**src/mci_consts.svh**
```systemverilog
`ifndef MCI_CONSTS_SVH
`define MCI_CONSTS_SVH
`define MCI_BUSY_CYCLES   2'h2
`define MCI_BUSY_ZERO     2'h0
`define MCI_BUSY_ONE      2'h1
`endif

```
**src/mci_pkg.sv**
```systemverilog
package mci_pkg;
  typedef enum logic [2:0] {
    MCI_OP_OTHER   = 3'h0,
    MCI_OP_MULW    = 3'h1,
    MCI_OP_DMUL    = 3'h2,
    MCI_OP_STS_REG = 3'h3,
    MCI_OP_STS_MEM = 3'h4,
    MCI_OP_LDS_REG = 3'h5
  } mci_op_t;

  typedef struct packed {
    logic    valid;
    mci_op_t op;
  } mci_stage_t;

  typedef enum logic [1:0] {
    MCI_ST_IDLE    = 2'h0,
    MCI_ST_STRETCH = 2'h1,
    MCI_ST_SPLIT   = 2'h2
  } mci_state_t;
endpackage : mci_pkg

```
**src/mci_busy_counter.sv**
```systemverilog
`timescale 1ns/1ns
`default_nettype none
`include "mci_consts.svh"
module mci_busy_counter (
  input  wire logic       clock,
  input  wire logic       reset_n,
  input  wire logic       start,
  output logic            busy,
  output logic [1:0]      remain
);
  logic [1:0] count_q;
  logic [1:0] count_d;

  always_comb begin
    count_d = count_q;
    if (start) begin
      count_d = `MCI_BUSY_CYCLES;
    end else if (count_q != `MCI_BUSY_ZERO) begin
      count_d = count_q - `MCI_BUSY_ONE;
    end
  end

  always_ff @(posedge clock or negedge reset_n) begin
    if (!reset_n) begin
      count_q <= `MCI_BUSY_ZERO;
    end else begin
      count_q <= count_d;
    end
  end

  assign busy   = (count_q != `MCI_BUSY_ZERO);
  assign remain = count_q;

  chk_busy_two_cycles: assert property (@(posedge clock) disable iff (!reset_n)
    start |=> busy ##1 busy ##1 (!busy || $past(start)))
    else $error("busy did not last two cycles");
endmodule : mci_busy_counter
`default_nettype wire

```
**src/mci_interlock.sv**
```systemverilog
`timescale 1ns/1ns
`default_nettype none
`include "mci_consts.svh"
module mci_interlock (
  input  wire logic               clock,
  input  wire logic               reset_n,
  input  wire mci_pkg::mci_stage_t ex_stage,
  input  wire logic               fetch_req,
  input  wire logic               cached_variant,
  input  wire logic               cache_enable,
  output logic                    hold_front,
  output logic                    ma_active,
  output logic                    ma_fetch_split,
  output logic                    mult_access,
  output logic                    mult_busy
);
  // ---------------------------------------------------------------
  // Access stage tracking
  // ---------------------------------------------------------------
  mci_pkg::mci_stage_t ma_q;
  mci_pkg::mci_stage_t ma_d;
  mci_pkg::mci_state_t state_q;
  mci_pkg::mci_state_t state_d;
  logic                mul_done;
  logic [1:0]          remain;
  logic                split_q;
  logic                split_d;

  function automatic logic needs_mult(input mci_pkg::mci_op_t op);
    needs_mult = (op == mci_pkg::MCI_OP_STS_REG) ||
                 (op == mci_pkg::MCI_OP_STS_MEM) ||
                 (op == mci_pkg::MCI_OP_LDS_REG) ||
                 (op == mci_pkg::MCI_OP_MULW);
  endfunction : needs_mult

  function automatic logic may_stall(input mci_pkg::mci_op_t op,
                                     input logic cv, input logic ce);
    case (op)
      mci_pkg::MCI_OP_STS_REG: may_stall = 1'b1;
      mci_pkg::MCI_OP_LDS_REG: may_stall = 1'b1;
      mci_pkg::MCI_OP_STS_MEM: may_stall = !(cv && ce);
      mci_pkg::MCI_OP_MULW:    may_stall = 1'b1;
      default:                 may_stall = 1'b0;
    endcase
  endfunction : may_stall

  logic ma_stall;
  logic ma_fetch;

  // Word multiply ends its access stage: busy counter starts
  assign mul_done = ma_q.valid && (ma_q.op == mci_pkg::MCI_OP_MULW) && !hold_front;

  mci_busy_counter u_busy (
    .clock   (clock),
    .reset_n (reset_n),
    .start   (mul_done),
    .busy    (mult_busy),
    .remain  (remain)
  );

  always_comb begin
    ma_stall = ma_q.valid && needs_mult(ma_q.op) &&
               may_stall(ma_q.op, cached_variant, cache_enable) && mult_busy;
    ma_fetch = ma_q.valid && fetch_req &&
               (ma_q.op == mci_pkg::MCI_OP_STS_REG ||
                ma_q.op == mci_pkg::MCI_OP_STS_MEM ||
                ma_q.op == mci_pkg::MCI_OP_LDS_REG ||
                ma_q.op == mci_pkg::MCI_OP_MULW);
  end

  // ---------------------------------------------------------------
  // Slot control
  // ---------------------------------------------------------------
  always_comb begin
    state_d = state_q;
    split_d = 1'b0;
    case (state_q)
      mci_pkg::MCI_ST_IDLE: begin
        if (ma_stall) begin
          state_d = mci_pkg::MCI_ST_STRETCH;
        end else if (ma_fetch) begin
          state_d = mci_pkg::MCI_ST_SPLIT;
          split_d = 1'b1;
        end
      end
      mci_pkg::MCI_ST_STRETCH: begin
        if (!ma_stall) begin
          state_d = ma_fetch ? mci_pkg::MCI_ST_SPLIT : mci_pkg::MCI_ST_IDLE;
          split_d = ma_fetch;
        end
      end
      mci_pkg::MCI_ST_SPLIT: begin
        state_d = mci_pkg::MCI_ST_IDLE;
      end
      default: state_d = mci_pkg::MCI_ST_IDLE;
    endcase
  end

  // Fetch gets the first half of a split slot, access the second
  assign hold_front = ma_stall || (ma_fetch && state_q != mci_pkg::MCI_ST_SPLIT);

  always_comb begin
    ma_d = ma_q;
    if (!hold_front) begin
      ma_d = ex_stage;
    end
  end

  always_ff @(posedge clock or negedge reset_n) begin
    if (!reset_n) begin
      ma_q    <= '0;
      state_q <= mci_pkg::MCI_ST_IDLE;
      split_q <= 1'b0;
    end else begin
      ma_q    <= ma_d;
      state_q <= state_d;
      split_q <= split_d;
    end
  end

  assign ma_active      = ma_q.valid;
  assign ma_fetch_split = split_q;
  assign mult_access    = ma_q.valid && needs_mult(ma_q.op) && !hold_front;

  // ---------------------------------------------------------------
  // Checks
  // ---------------------------------------------------------------
  chk_dmul_no_wait: assert property (@(posedge clock) disable iff (!reset_n)
    (ma_q.valid && ma_q.op == mci_pkg::MCI_OP_DMUL && !fetch_req) |-> !hold_front)
    else $error("double multiply waited on busy");
  chk_sts_stretch: assert property (@(posedge clock) disable iff (!reset_n)
    (ma_q.valid && ma_q.op == mci_pkg::MCI_OP_STS_REG && mult_busy) |-> hold_front)
    else $error("store access not stretched");
  chk_lds_stretch: assert property (@(posedge clock) disable iff (!reset_n)
    (ma_q.valid && ma_q.op == mci_pkg::MCI_OP_LDS_REG && mult_busy) |-> hold_front)
    else $error("load access not stretched");
  chk_stretch_ends: assert property (@(posedge clock) disable iff (!reset_n)
    (ma_stall && !fetch_req) |-> ##[1:3] !hold_front)
    else $error("stretch did not end");
  chk_cached_store: assert property (@(posedge clock) disable iff (!reset_n)
    (ma_q.valid && ma_q.op == mci_pkg::MCI_OP_STS_MEM && cached_variant &&
     cache_enable && !fetch_req) |-> !hold_front)
    else $error("cached store stalled");
  chk_uncached_store: assert property (@(posedge clock) disable iff (!reset_n)
    (ma_q.valid && ma_q.op == mci_pkg::MCI_OP_STS_MEM && !cached_variant && mult_busy)
    |-> hold_front)
    else $error("uncached store not stalled");
  chk_store_split: assert property (@(posedge clock) disable iff (!reset_n)
    (state_q == mci_pkg::MCI_ST_IDLE && !ma_stall && ma_fetch &&
     ma_q.op != mci_pkg::MCI_OP_LDS_REG) |=> split_q)
    else $error("store slot not split");
  chk_load_split: assert property (@(posedge clock) disable iff (!reset_n)
    (state_q == mci_pkg::MCI_ST_IDLE && !ma_stall && ma_fetch &&
     ma_q.op == mci_pkg::MCI_OP_LDS_REG) |=> split_q ##1 !split_q)
    else $error("load slot not split");
  chk_lds_access: assert property (@(posedge clock) disable iff (!reset_n)
    (ma_q.valid && ma_q.op == mci_pkg::MCI_OP_LDS_REG && !hold_front) |-> mult_access)
    else $error("load missing multiplier access");
  chk_sts_access: assert property (@(posedge clock) disable iff (!reset_n)
    (ma_q.valid && ma_q.op == mci_pkg::MCI_OP_STS_REG && !hold_front) |-> mult_access)
    else $error("store missing multiplier access");
  chk_remain_bound: assert property (@(posedge clock) disable iff (!reset_n)
    mult_busy |-> (remain != `MCI_BUSY_ZERO) && (remain <= `MCI_BUSY_CYCLES))
    else $error("busy count out of range");

  cov_sts_stretch: cover property (@(posedge clock) disable iff (!reset_n)
    state_q == mci_pkg::MCI_ST_STRETCH ##1 state_q == mci_pkg::MCI_ST_SPLIT);
  cov_lds_stretch: cover property (@(posedge clock) disable iff (!reset_n)
    ma_stall && ma_q.op == mci_pkg::MCI_OP_LDS_REG);
  cov_cached_pass: cover property (@(posedge clock) disable iff (!reset_n)
    ma_q.op == mci_pkg::MCI_OP_STS_MEM && mult_busy && !hold_front);
  cov_idle_split: cover property (@(posedge clock) disable iff (!reset_n)
    state_q == mci_pkg::MCI_ST_IDLE && ma_fetch && !ma_stall);
endmodule : mci_interlock
`default_nettype wire

```
**config.mk**
```make
export PLATFORM = sky130hd
export DESIGN_NAME = mci_interlock
export DESIGN_NICKNAME = d
export VERILOG_FILES = /design/src/mci_pkg.sv /design/src/mci_busy_counter.sv /design/src/mci_interlock.sv
export VERILOG_INCLUDE_DIRS = /design/src
export SDC_FILE = /design/constraint.sdc
export NUM_CORES = 1
export LEC_CHECK = 0
export BUFFER_PORTS_ARGS = -buffer_cell sky130_fd_sc_hd__buf_2
export CAP_MARGIN = 20
export CORE_MARGIN = 2
export CORE_UTILIZATION = 30
export DETAILED_ROUTE_END_ITERATION = 10
export PLACE_DENSITY_LB_ADDON = 0.25
export SLEW_MARGIN = 20
export SYNTH_ARGS = -nofsm -noshare
export SYNTH_HDL_FRONTEND = slang
export SYNTH_HIERARCHICAL = 1
export SYNTH_SLANG_ARGS = --single-unit
```
**constraint.sdc**
```tcl
create_clock -name clock -period 2 [get_ports clock]
set_input_delay 0.1 -clock clock [delete_from_list [all_inputs] [get_ports clock]]
set_output_delay 0.1 -clock clock [all_outputs]
set_load 0.02 [all_outputs]
```
==> impl_metrics.tcl, run 1 <==
set metrics [dict create \
    fp.dieW_um 42.64 \
    cts_made_buffers 3 \
    tritoncts "done" \
    htree_levels 1 \
    hold_depth 2 \
    cp_num_buf_inv 4 \
    rows 13 \
    drv_slew 0 \
    syn_nets 49 \
    outcome "complete, no violations" \
    total_leakage_power_uw 0.0002974 \
    dp_hpwl_um 604.7 \
    avgSynthCellArea_sq_um 11.49 \
    die_area_sq_mm 0.001818 \
    nets 70 \
    cp_top_family "buffers and inverters" \
    ys_seq_elements 9 \
    hold_viol 0 \
    syn_area_sq_um 447.9 \
    cts.sinks 9 \
    ir_drop_v 0.0009243 \
    power_density_mw_per_mm2 1744 \
    cp-start-kind "register" \
    grt_max_degree 10 \
    reg2reg_slack_ns 0.23 \
    cts_buffer_depth 2 \
    critPathLaunch "u_busy/remain[0]" \
    worstReg2RegStart "u_busy/remain[0]" \
    rr_worst_depth 8 \
    drc 0 \
    regArea_sq_um 225.2 \
    drt_pass1_iterations 4 \
    crit_path_frequent_cell "inv_1" \
    grt_pass1_vias 367 \
    synthToLayoutAreaGrowth_pct 30.17 \
    setup_viol 0 \
    cp_slowest_cell "dfrtp_1" \
    core_area_sq_mm 0.001350 \
    grt_pass1_wl_mm 1.435 \
    crit_path_end_kind "primary output" \
    grt_usage 0.1118 \
    crit_type "reg -> out" \
    drt-initial-drc-count 10 \
    ys_seq_area_frac 0.5028 \
    crit_chain "inv_1 -> ha_1 -> inv_1 -> o21ai_1 -> o22ai_2 -> nand2_2 -> inv_1 -> buf_2" \
    grt_setup_unrepaired "false" \
    dieHeight_um 42.64 \
    fin_crit_ns 1.874 \
    period_share 0.9368 \
    antenna_left 0 \
    fillCellCount 133 \
    wire_per_inst_um 11.46 \
    io_pins 14 \
    ys_warn_count 6 \
    worstHoldPathType "in -> reg" \
    clkLatencyLatePin_ns 0.26 \
    antenna_found_initial 0 \
    multi_input_area_sq_um 207.7 \
    finalSetupTns_ns 0 \
    start_util 0.3318 \
    cp-endpoint "hold_front" \
    drive_gt1_frac 0.4068 \
    grt-ovfl-total 0 \
    reg2reg_to "u_busy/remain[0]" \
    synth_cell_type_count 20 \
    fin_skew_ns 0.004707 \
    path_depth 8 \
    avgViaCountPerCell 4.986 \
    arrival_ns 1.77 \
    max_cap_violations 0 \
    cp.required_ns 1.90 \
    syn-instance-count 39 \
    root_buffer "clkbuf_4" \
    cpPeakStageDelay_ns 0.35 \
    cp_max_fo 5 \
    gp_congestion 0.7516 \
    utilization 0.4319 \
    relSlewSlack 0.7615 \
    antenna_cells 0 \
    wirelength_um 848 \
    clk_pin_slew_worst_paths_ns 0.06 \
    numPortBuffers 13 \
    fmax_mhz 533.8 \
    vias 369 \
    tightest_slew_ns 0.3545 \
    hold_start "ex_stage[3]" \
]
## per-stage QoR
stage	hold WS (ns)	setup WS [ns]	power (uW)	instances	instance area [sq um]
after detailed placement	-0.03768	0.2976	835.3	67	531.8
after floorplan	-0.1956	0.2965	711.5	39	447.9
after global placement	-0.03610	0.3282	831.5	67	531.8
after global routing	0.02554	0.006186	1102	74	583.1
after CTS	0.01898	0.1039	985.4	72	568.0
final	0.02676	0.1265	1017	74	583.1
## report_power, final
group / internal (uW) / total (uW) / switching [uW]
registers: 268 / 336 / 68.8
clock network: 76.7 / 137 / 59.9
logic: 260 / 544 / 284
total: 604 / 1020 / 413
## state kept, by name (all words and copies together), names as in the netlist
register / flops
u_busy/remain: 2
ma_fetch_split: 1
ma_q: 3
state_q: 2
ma_active: 1
## worst min-delay path by stage
stage,to,slack [ns]
global placement,u_busy/remain[0],-0.04
CTS,ma_active,0.02
finish,ma_active,0.03
global route,ma_active,0.03
detailed placement,u_busy/remain[1],-0.04
floorplan,ma_active,-0.20
## cells by family after synthesis
group                    count (synthesis)  synth area share
AND/OR/NAND/NOR                         14            0.2067
flip-flops                               9            0.5028
AO/OA/AOI/OAI                            8            0.1425
buffers and inverters                    4           0.03351
multiplexers                             2           0.06704
XOR/XNOR                                 1           0.01956
adder cells (fa/ha/maj)                  1           0.02793
## synthesized netlist by cell type
library cell	n	area (sq um)
nor4_1	1	6.260
a32o_1	1	10.01
ha_1	1	12.51
or2b_1	1	7.510
a21boi_2	1	11.26
a21o_1	1	7.510
nor2b_1	1	6.260
nand2_2	1	6.260
xor2_1	1	8.760
inv_1	4	15.01
o21ai_0	3	15.01
dfrtp_1	9	225.2
nand2_1	1	3.750
mux2_4	2	30.03
nor2_1	3	11.26
o22ai_2	1	12.51
nor4b_1	3	26.28
nand2b_1	2	12.51
o21bai_1	1	7.510
and3b_4	1	12.51
## final cells by class
cell class | instances | share of cell area
inverters | 4 | 0.02575
repair buffers | 16 | 0.1545
multi-input cells | 26 | 0.3562
clock buffers | 4 | 0.04506
flip-flops and latches | 9 | 0.3863
well taps | 15 | 0.03219
## timing repair
item,CTS,global route
buffers inserted,0,2
endpoints found under the setup margin,0,1
hold buffers,1,0
resized for setup,0,1
hold endpoints to repair,9,0
## cell usage in the layout (no fill, tap or decap), drive strengths merged
cell type / count
nor4b: 3
ha: 1
xor2: 1
or2b: 1
dlygate4sd3: 1
mux2: 2
nand2b: 2
nor4: 1
nor2: 3
dfrtp: 9
o22ai: 1
a21o: 1
o21bai: 1
a21boi: 1
nand2: 2
o21ai: 3
inv: 4
and3b: 1
buf: 15
a32o: 1
nor2b: 1
clkbuf: 4
## metal layers
| metal | wire length (um) | GRT usage |
|---|---|---|
| met3 | 59 | 0.07759 |
| met5 | 0 | 0 |
| met4 | 10 | 0.03750 |
| met2 | 426 | 0.1788 |
| met1 | 352 | 0.1147 |
No activity file was read; power rests on OpenSTA's default activity.
==> run 2, diff against run 1 <==
--- a/config.mk
+++ b/config.mk
@@ -10,6 +10,7 @@
 export CAP_MARGIN = 20
 export CORE_MARGIN = 2
 export CORE_UTILIZATION = 30
+export CTS_CLUSTER_DIAMETER = 80
 export DETAILED_ROUTE_END_ITERATION = 10
 export PLACE_DENSITY_LB_ADDON = 0.25
 export SLEW_MARGIN = 20
==> constraint.sdc (replaced) <==
create_clock -name clock -period 2 [get_ports clock]
set_input_delay 0.4 -clock clock [delete_from_list [all_inputs] [get_ports clock]]
set_output_delay 0.4 -clock clock [all_outputs]
set_load 0.02 [all_outputs]
==> impl_metrics.tcl, run 2 (synthesized netlist as in run 1, its figures left out) <==
set metrics [dict create \
    multi_input_area_sq_um 214.0 \
    stdcell_count 74 \
    largest_reg_flops 3 \
    tightest_slew_ns 0.3616 \
    fp.dieW_um 42.64 \
    nets 70 \
    grt_usage 0.1097 \
    met3_usage 0.07759 \
    rr_worst_depth 8 \
    cp-start-kind "register" \
    drc 0 \
    dieHeight_um 42.64 \
    top_register "ma_q" \
    grt-ovfl-total 0 \
    io_pins 14 \
    tritoncts "done" \
    critPathLaunch "u_busy/remain[0]" \
    setup_viol 0 \
    numPortBuffers 13 \
    finalSetupTns_ns 0 \
    cts_buffer_depth 2 \
    drive_gt1_frac 0.4576 \
    drv_slew 0 \
    avgViaCountPerCell 4.838 \
    antenna_found_initial 0 \
    htree_levels 1 \
    clkLatencyLatePin_ns 0.26 \
    grt_setup_unrepaired "false" \
    power_density_mw_per_mm2 1751 \
    grt_use_met2 0.1576 \
    max_cap_violations 0 \
    cp-endpoint "hold_front" \
    use_met1 0.1270 \
    busiest_layer "met2" \
    core_area_sq_mm 0.001350 \
    grt_max_degree 10 \
    reg2reg_to "ma_q[2]" \
    outcome "complete, no violations" \
    worstReg2RegStart "u_busy/remain[0]" \
    hold_viol 0 \
    antenna_left 0 \
    die_area_sq_mm 0.001818 \
    cp_slowest_cell "dfrtp_1" \
    fmax_mhz 525.5 \
    worstHoldPathType "in -> reg" \
    fillCellCount 144 \
    rows 13 \
    grt_pass1_vias 332 \
    drt-initial-drc-count 4 \
    synthToLayoutAreaGrowth_pct 31.56 \
    wire_per_inst_um 11.28 \
    fin_skew_ns 0.005087 \
    arrival_ns 1.50 \
    utilization 0.4365 \
    cts.sinks 9 \
    vias 358 \
    dp_hpwl_um 609.8 \
    clk_pin_slew_worst_paths_ns 0.06 \
    wirelength_um 835 \
    drt_pass1_iterations 4 \
    antenna_cells 0 \
    crit_path_frequent_cell "inv_1" \
    reg2reg_slack_ns 0.38 \
    dp.cells 68 \
    final_cell_mix "buf_2 (13), dfrtp_1 (9)" \
    cp.required_ns 1.60 \
    cts_made_buffers 3 \
    hold_slack_ns 0.3295 \
    layout_commonest_cell "buf_2" \
    regArea_sq_um 225.2 \
    crit_chain "inv_1 -> ha_2 -> inv_2 -> o21ai_2 -> o22ai_2 -> nand2_2 -> inv_1 -> buf_2" \
    start_util 0.3318 \
    grt_pass1_wl_mm 1.400 \
    root_buffer "clkbuf_4" \
    crit_path_end_kind "primary output" \
    ir_drop_v 0.0007782 \
    cp_max_fo 4 \
    top_regs "ma_q (3), state_q (2), u_busy/remain (2)" \
    gp_congestion 0.7171 \
    relSlewSlack 0.7567 \
    total_leakage_power_uw 0.0002972 \
    period_share 0.9515 \
    cpPeakStageDelay_ns 0.34 \
    crit_type "reg -> out" \
    fin_crit_ns 1.903 \
]
==> run 2: routing by layer <==
layer | routed length (um) | up-vias
met5 | 0 | -
met1 | 385 | 162
met4 | 6 | 0
met3 | 69 | 2
li1 | - | 181
met2 | 373 | 13
==> run 2: critical path: cells and delay by family, from the launching register on <==
kind	cells	cell delay, ns
AOI/OAI and AO/OA	2	0.29
DFF	1	0.34
and+or+nand+nor	1	0.08
buffers and inverters	4	0.33
adders and majority gates	1	0.20
==> run 2: area by class of cell <==
cell class,count,area share
Clock buffer,4,0.04459
Inverter,4,0.02548
Multi-Input combinational cell,26,0.3631
Sequential cell,9,0.3822
Tap cell,15,0.03185
Timing Repair Buffer,16,0.1529
==> run 2: stage by stage <==
stage | setup slack, ns | instance area [sq um] | total power (uW)
after floorplan | 0.1566 | 447.9 | 711.5
after global placement | 0.2001 | 539.3 | 852.2
after detailed placement | 0.1854 | 539.3 | 856.5
after CTS | 0.03658 | 581.8 | 1029
after global routing | 0.0006073 | 589.3 | 1113
final | 0.09708 | 589.3 | 1032
==> run 2: report_power, final <==
part           total, uW  switching [uW]  internal (uW)
clock network        135            58.6           76.6
registers            342            74.4            268
logic                555             288            267
total               1030             421            611
==> run 2: worst min path at each step <==
stage	start	slack, ns	end	cells past startpoint
after floorplan	reset_n	0.10	ma_active	0
after global placement	reset_n	0.26	u_busy/remain[0]	1
after detailed placement	reset_n	0.26	u_busy/remain[0]	1
after CTS	ex_stage[3]	0.32	ma_active	2
after global routing	ex_stage[3]	0.33	ma_active	2
final	ex_stage[3]	0.33	ma_active	2
==> run 2: what timing repair did <==
item / in CTS / in global routing
gates cloned: 0 / 0
buffers inserted: 0 / 1
hold buffers: 1 / 0
endpoints found under the hold margin: 9 / 0
pin swaps: 1 / 1
setup endpoints to repair: 2 / 2
resized for setup: 4 / 1
==> run 3, diff against run 2 <==
--- a/config.mk
+++ b/config.mk
@@ -6,12 +6,13 @@
 export SDC_FILE = /design/constraint.sdc
 export NUM_CORES = 1
 export LEC_CHECK = 0
-export BUFFER_PORTS_ARGS = -buffer_cell sky130_fd_sc_hd__buf_2
 export CAP_MARGIN = 20
 export CORE_MARGIN = 2
 export CORE_UTILIZATION = 30
 export CTS_CLUSTER_DIAMETER = 80
 export DETAILED_ROUTE_END_ITERATION = 10
+export DONT_BUFFER_PORTS = 1
+export HOLD_SLACK_MARGIN = 0.05
 export PLACE_DENSITY_LB_ADDON = 0.25
 export SLEW_MARGIN = 20
 export SYNTH_ARGS = -nofsm -noshare
==> impl_metrics.tcl, run 3 (synthesized netlist as in run 1, its figures left out) <==
set metrics [dict create \
    fillCellCount 146 \
    cp_slowest_cell "dfrtp_1" \
    crit_chain "inv_1 -> ha_1 -> inv_2 -> o21ai_2 -> o22ai_2 -> nor2_1 -> buf_4" \
    top_regs "ma_q (3), state_q (2), u_busy/remain (2)" \
    worstHoldPathType "in -> reg" \
    gp_congestion 0.7771 \
    fin_crit_ns 1.918 \
    hold_slack_ns 0.2444 \
    regArea_sq_um 225.2 \
    grt_pass1_wl_mm 1.628 \
    antenna_left 0 \
    root_buffer "clkbuf_4" \
    fmax_mhz 521.3 \
    layout_commonest_cell "dfrtp_1" \
    worst_slack_ns 0.08155 \
    multi_input_area_sq_um 219.0 \
    p_switching_uw 447.7 \
    top_register "ma_q" \
    arrival_ns 1.52 \
    sw_frac_of_total 0.4130 \
    vias 353 \
    antenna_cells 0 \
    total_leakage_power_uw 0.0002698 \
    drt-initial-drc-count 3 \
    fin_skew_ns 0.002555 \
    wire_per_inst_um 15.00 \
    htree_levels 1 \
    fp.dieW_um 42.64 \
    p_comb_frac 0.524 \
    crit_type "reg -> out" \
    cp-start-kind "register" \
    cp.required_ns 1.60 \
    drt_pass1_iterations 4 \
    preCtsSetupSlack_ns 0.1723 \
    tritoncts "done" \
    power_frac_seq 0.343 \
    grt_setup_unrepaired "false" \
    p_int_uw 636.2 \
    numPortBuffers 0 \
    dieHeight_um 42.64 \
    relSlewSlack 0.7072 \
    dp_hpwl_um 701.3 \
    crit_path_end_kind "primary output" \
    period_share 0.9592 \
    setup_viol 0 \
    nets 61 \
    hold_viol 0 \
    clk_pin_slew_worst_paths_ns 0.06 \
    wirelength_um 975 \
    utilization 0.4143 \
    power_frac_clock 0.133 \
    cpPeakStageDelay_ns 0.35 \
    cts_buffer_depth 2 \
    clkLatencyLatePin_ns 0.26 \
    grt-ovfl-total 0 \
    io_pins 14 \
    cts_made_buffers 3 \
    drv_slew 0 \
    grt_max_degree 10 \
    grt_pass1_vias 382 \
    largest_reg_flops 3 \
    cts.sinks 9 \
    cp_max_fo 4 \
    ir_drop_v 0.0008513 \
    grt_usage 0.1278 \
    outcome "complete, no violations" \
    tightest_slew_ns 0.4377 \
    drc 0 \
    drive_gt1_frac 0.3600 \
    power_density_mw_per_mm2 1938 \
    antenna_found_initial 0 \
    fin_total_pwr_uw 1084 \
    finalSetupTns_ns 0 \
    start_util 0.3318 \
    die_area_sq_mm 0.001818 \
    final_cell_mix "dfrtp_1 (9), buf_4 (6), nor2_1 (3), nor4b_1 (3), clkbuf_4 (3)" \
    max_cap_violations 0 \
    synthToLayoutAreaGrowth_pct 24.86 \
    rows 13 \
    core_area_sq_mm 0.001350 \
    avgViaCountPerCell 5.431 \
]
-- run 3: what timing repair did --
item,4_1_cts,5_1_grt
pin swaps,2,1
hold buffers,1,0
setup endpoints to repair,2,2
gates resized for setup,2,3
endpoints found under the hold margin,9,0
cloned,0,0
buffers inserted,3,1
-- run 3: power by group through the flow --
stage | Clock (uW) | Combinational [uW] | Sequential, uW
floorplan | 0 | 368 | 343
detailed placement | 0 | 456 | 363
CTS | 150 | 533 | 359
global route | 159 | 623 | 382
global placement | 0 | 435 | 358
finish | 145 | 568 | 372
-- run 3: per-layer routing --
layer | vias to the layer above | part of all wire | GRT usage
met2 | 15 | 0.47 | 0.1939
met3 | 8 | 0.080 | 0.06466
met4 | 0 | 0.065 | 0.1125
met5 | - | 0 | 0
met1 | 170 | 0.38 | 0.1253
li1 | 160 | - | -
-- run 3: final timing paths --
check	start	endpoint	slack [ns]	cells after the start
max reg2reg	u_busy/remain[0]	u_busy/remain[0]	0.25	9
min	ex_stage[3]	ma_active	0.24	1
max in group asynchronous	reset_n	ma_q[0]	1.19	1
min in group asynchronous	reset_n	u_busy/remain[0]	0.51	1
min reg2reg	state_q[1]	state_q[0]	0.49	1
max	u_busy/remain[0]	mult_access	0.08	7
-- run 3: final cells by class --
cell class / count / share of cell area
Clock buffer: 4 / 0.04698
Inverter: 4 / 0.02685
Multi-Input combinational cell: 26 / 0.3915
Sequential cell: 9 / 0.4027
Tap cell: 15 / 0.03356
Timing Repair Buffer: 7 / 0.09843
-- run 3: per-stage QoR --
stage	cells	cell area (sq um)
2_1_floorplan	39	447.9
5_1_grt	65	559.3
3_3_place_gp	56	481.7
4_1_cts	64	540.5
3_5_place_dp	56	481.7
6_report	65	559.3
-- run 3: worst max-delay path: cells and delay by family (launching register included) --
family,cells,cell delay [ns]
adders and majority gates,1,0.24
buffers and inverters,3,0.30
AOI/OAI and AO/OA,2,0.30
DFF,1,0.35
and+or+nand+nor,1,0.08
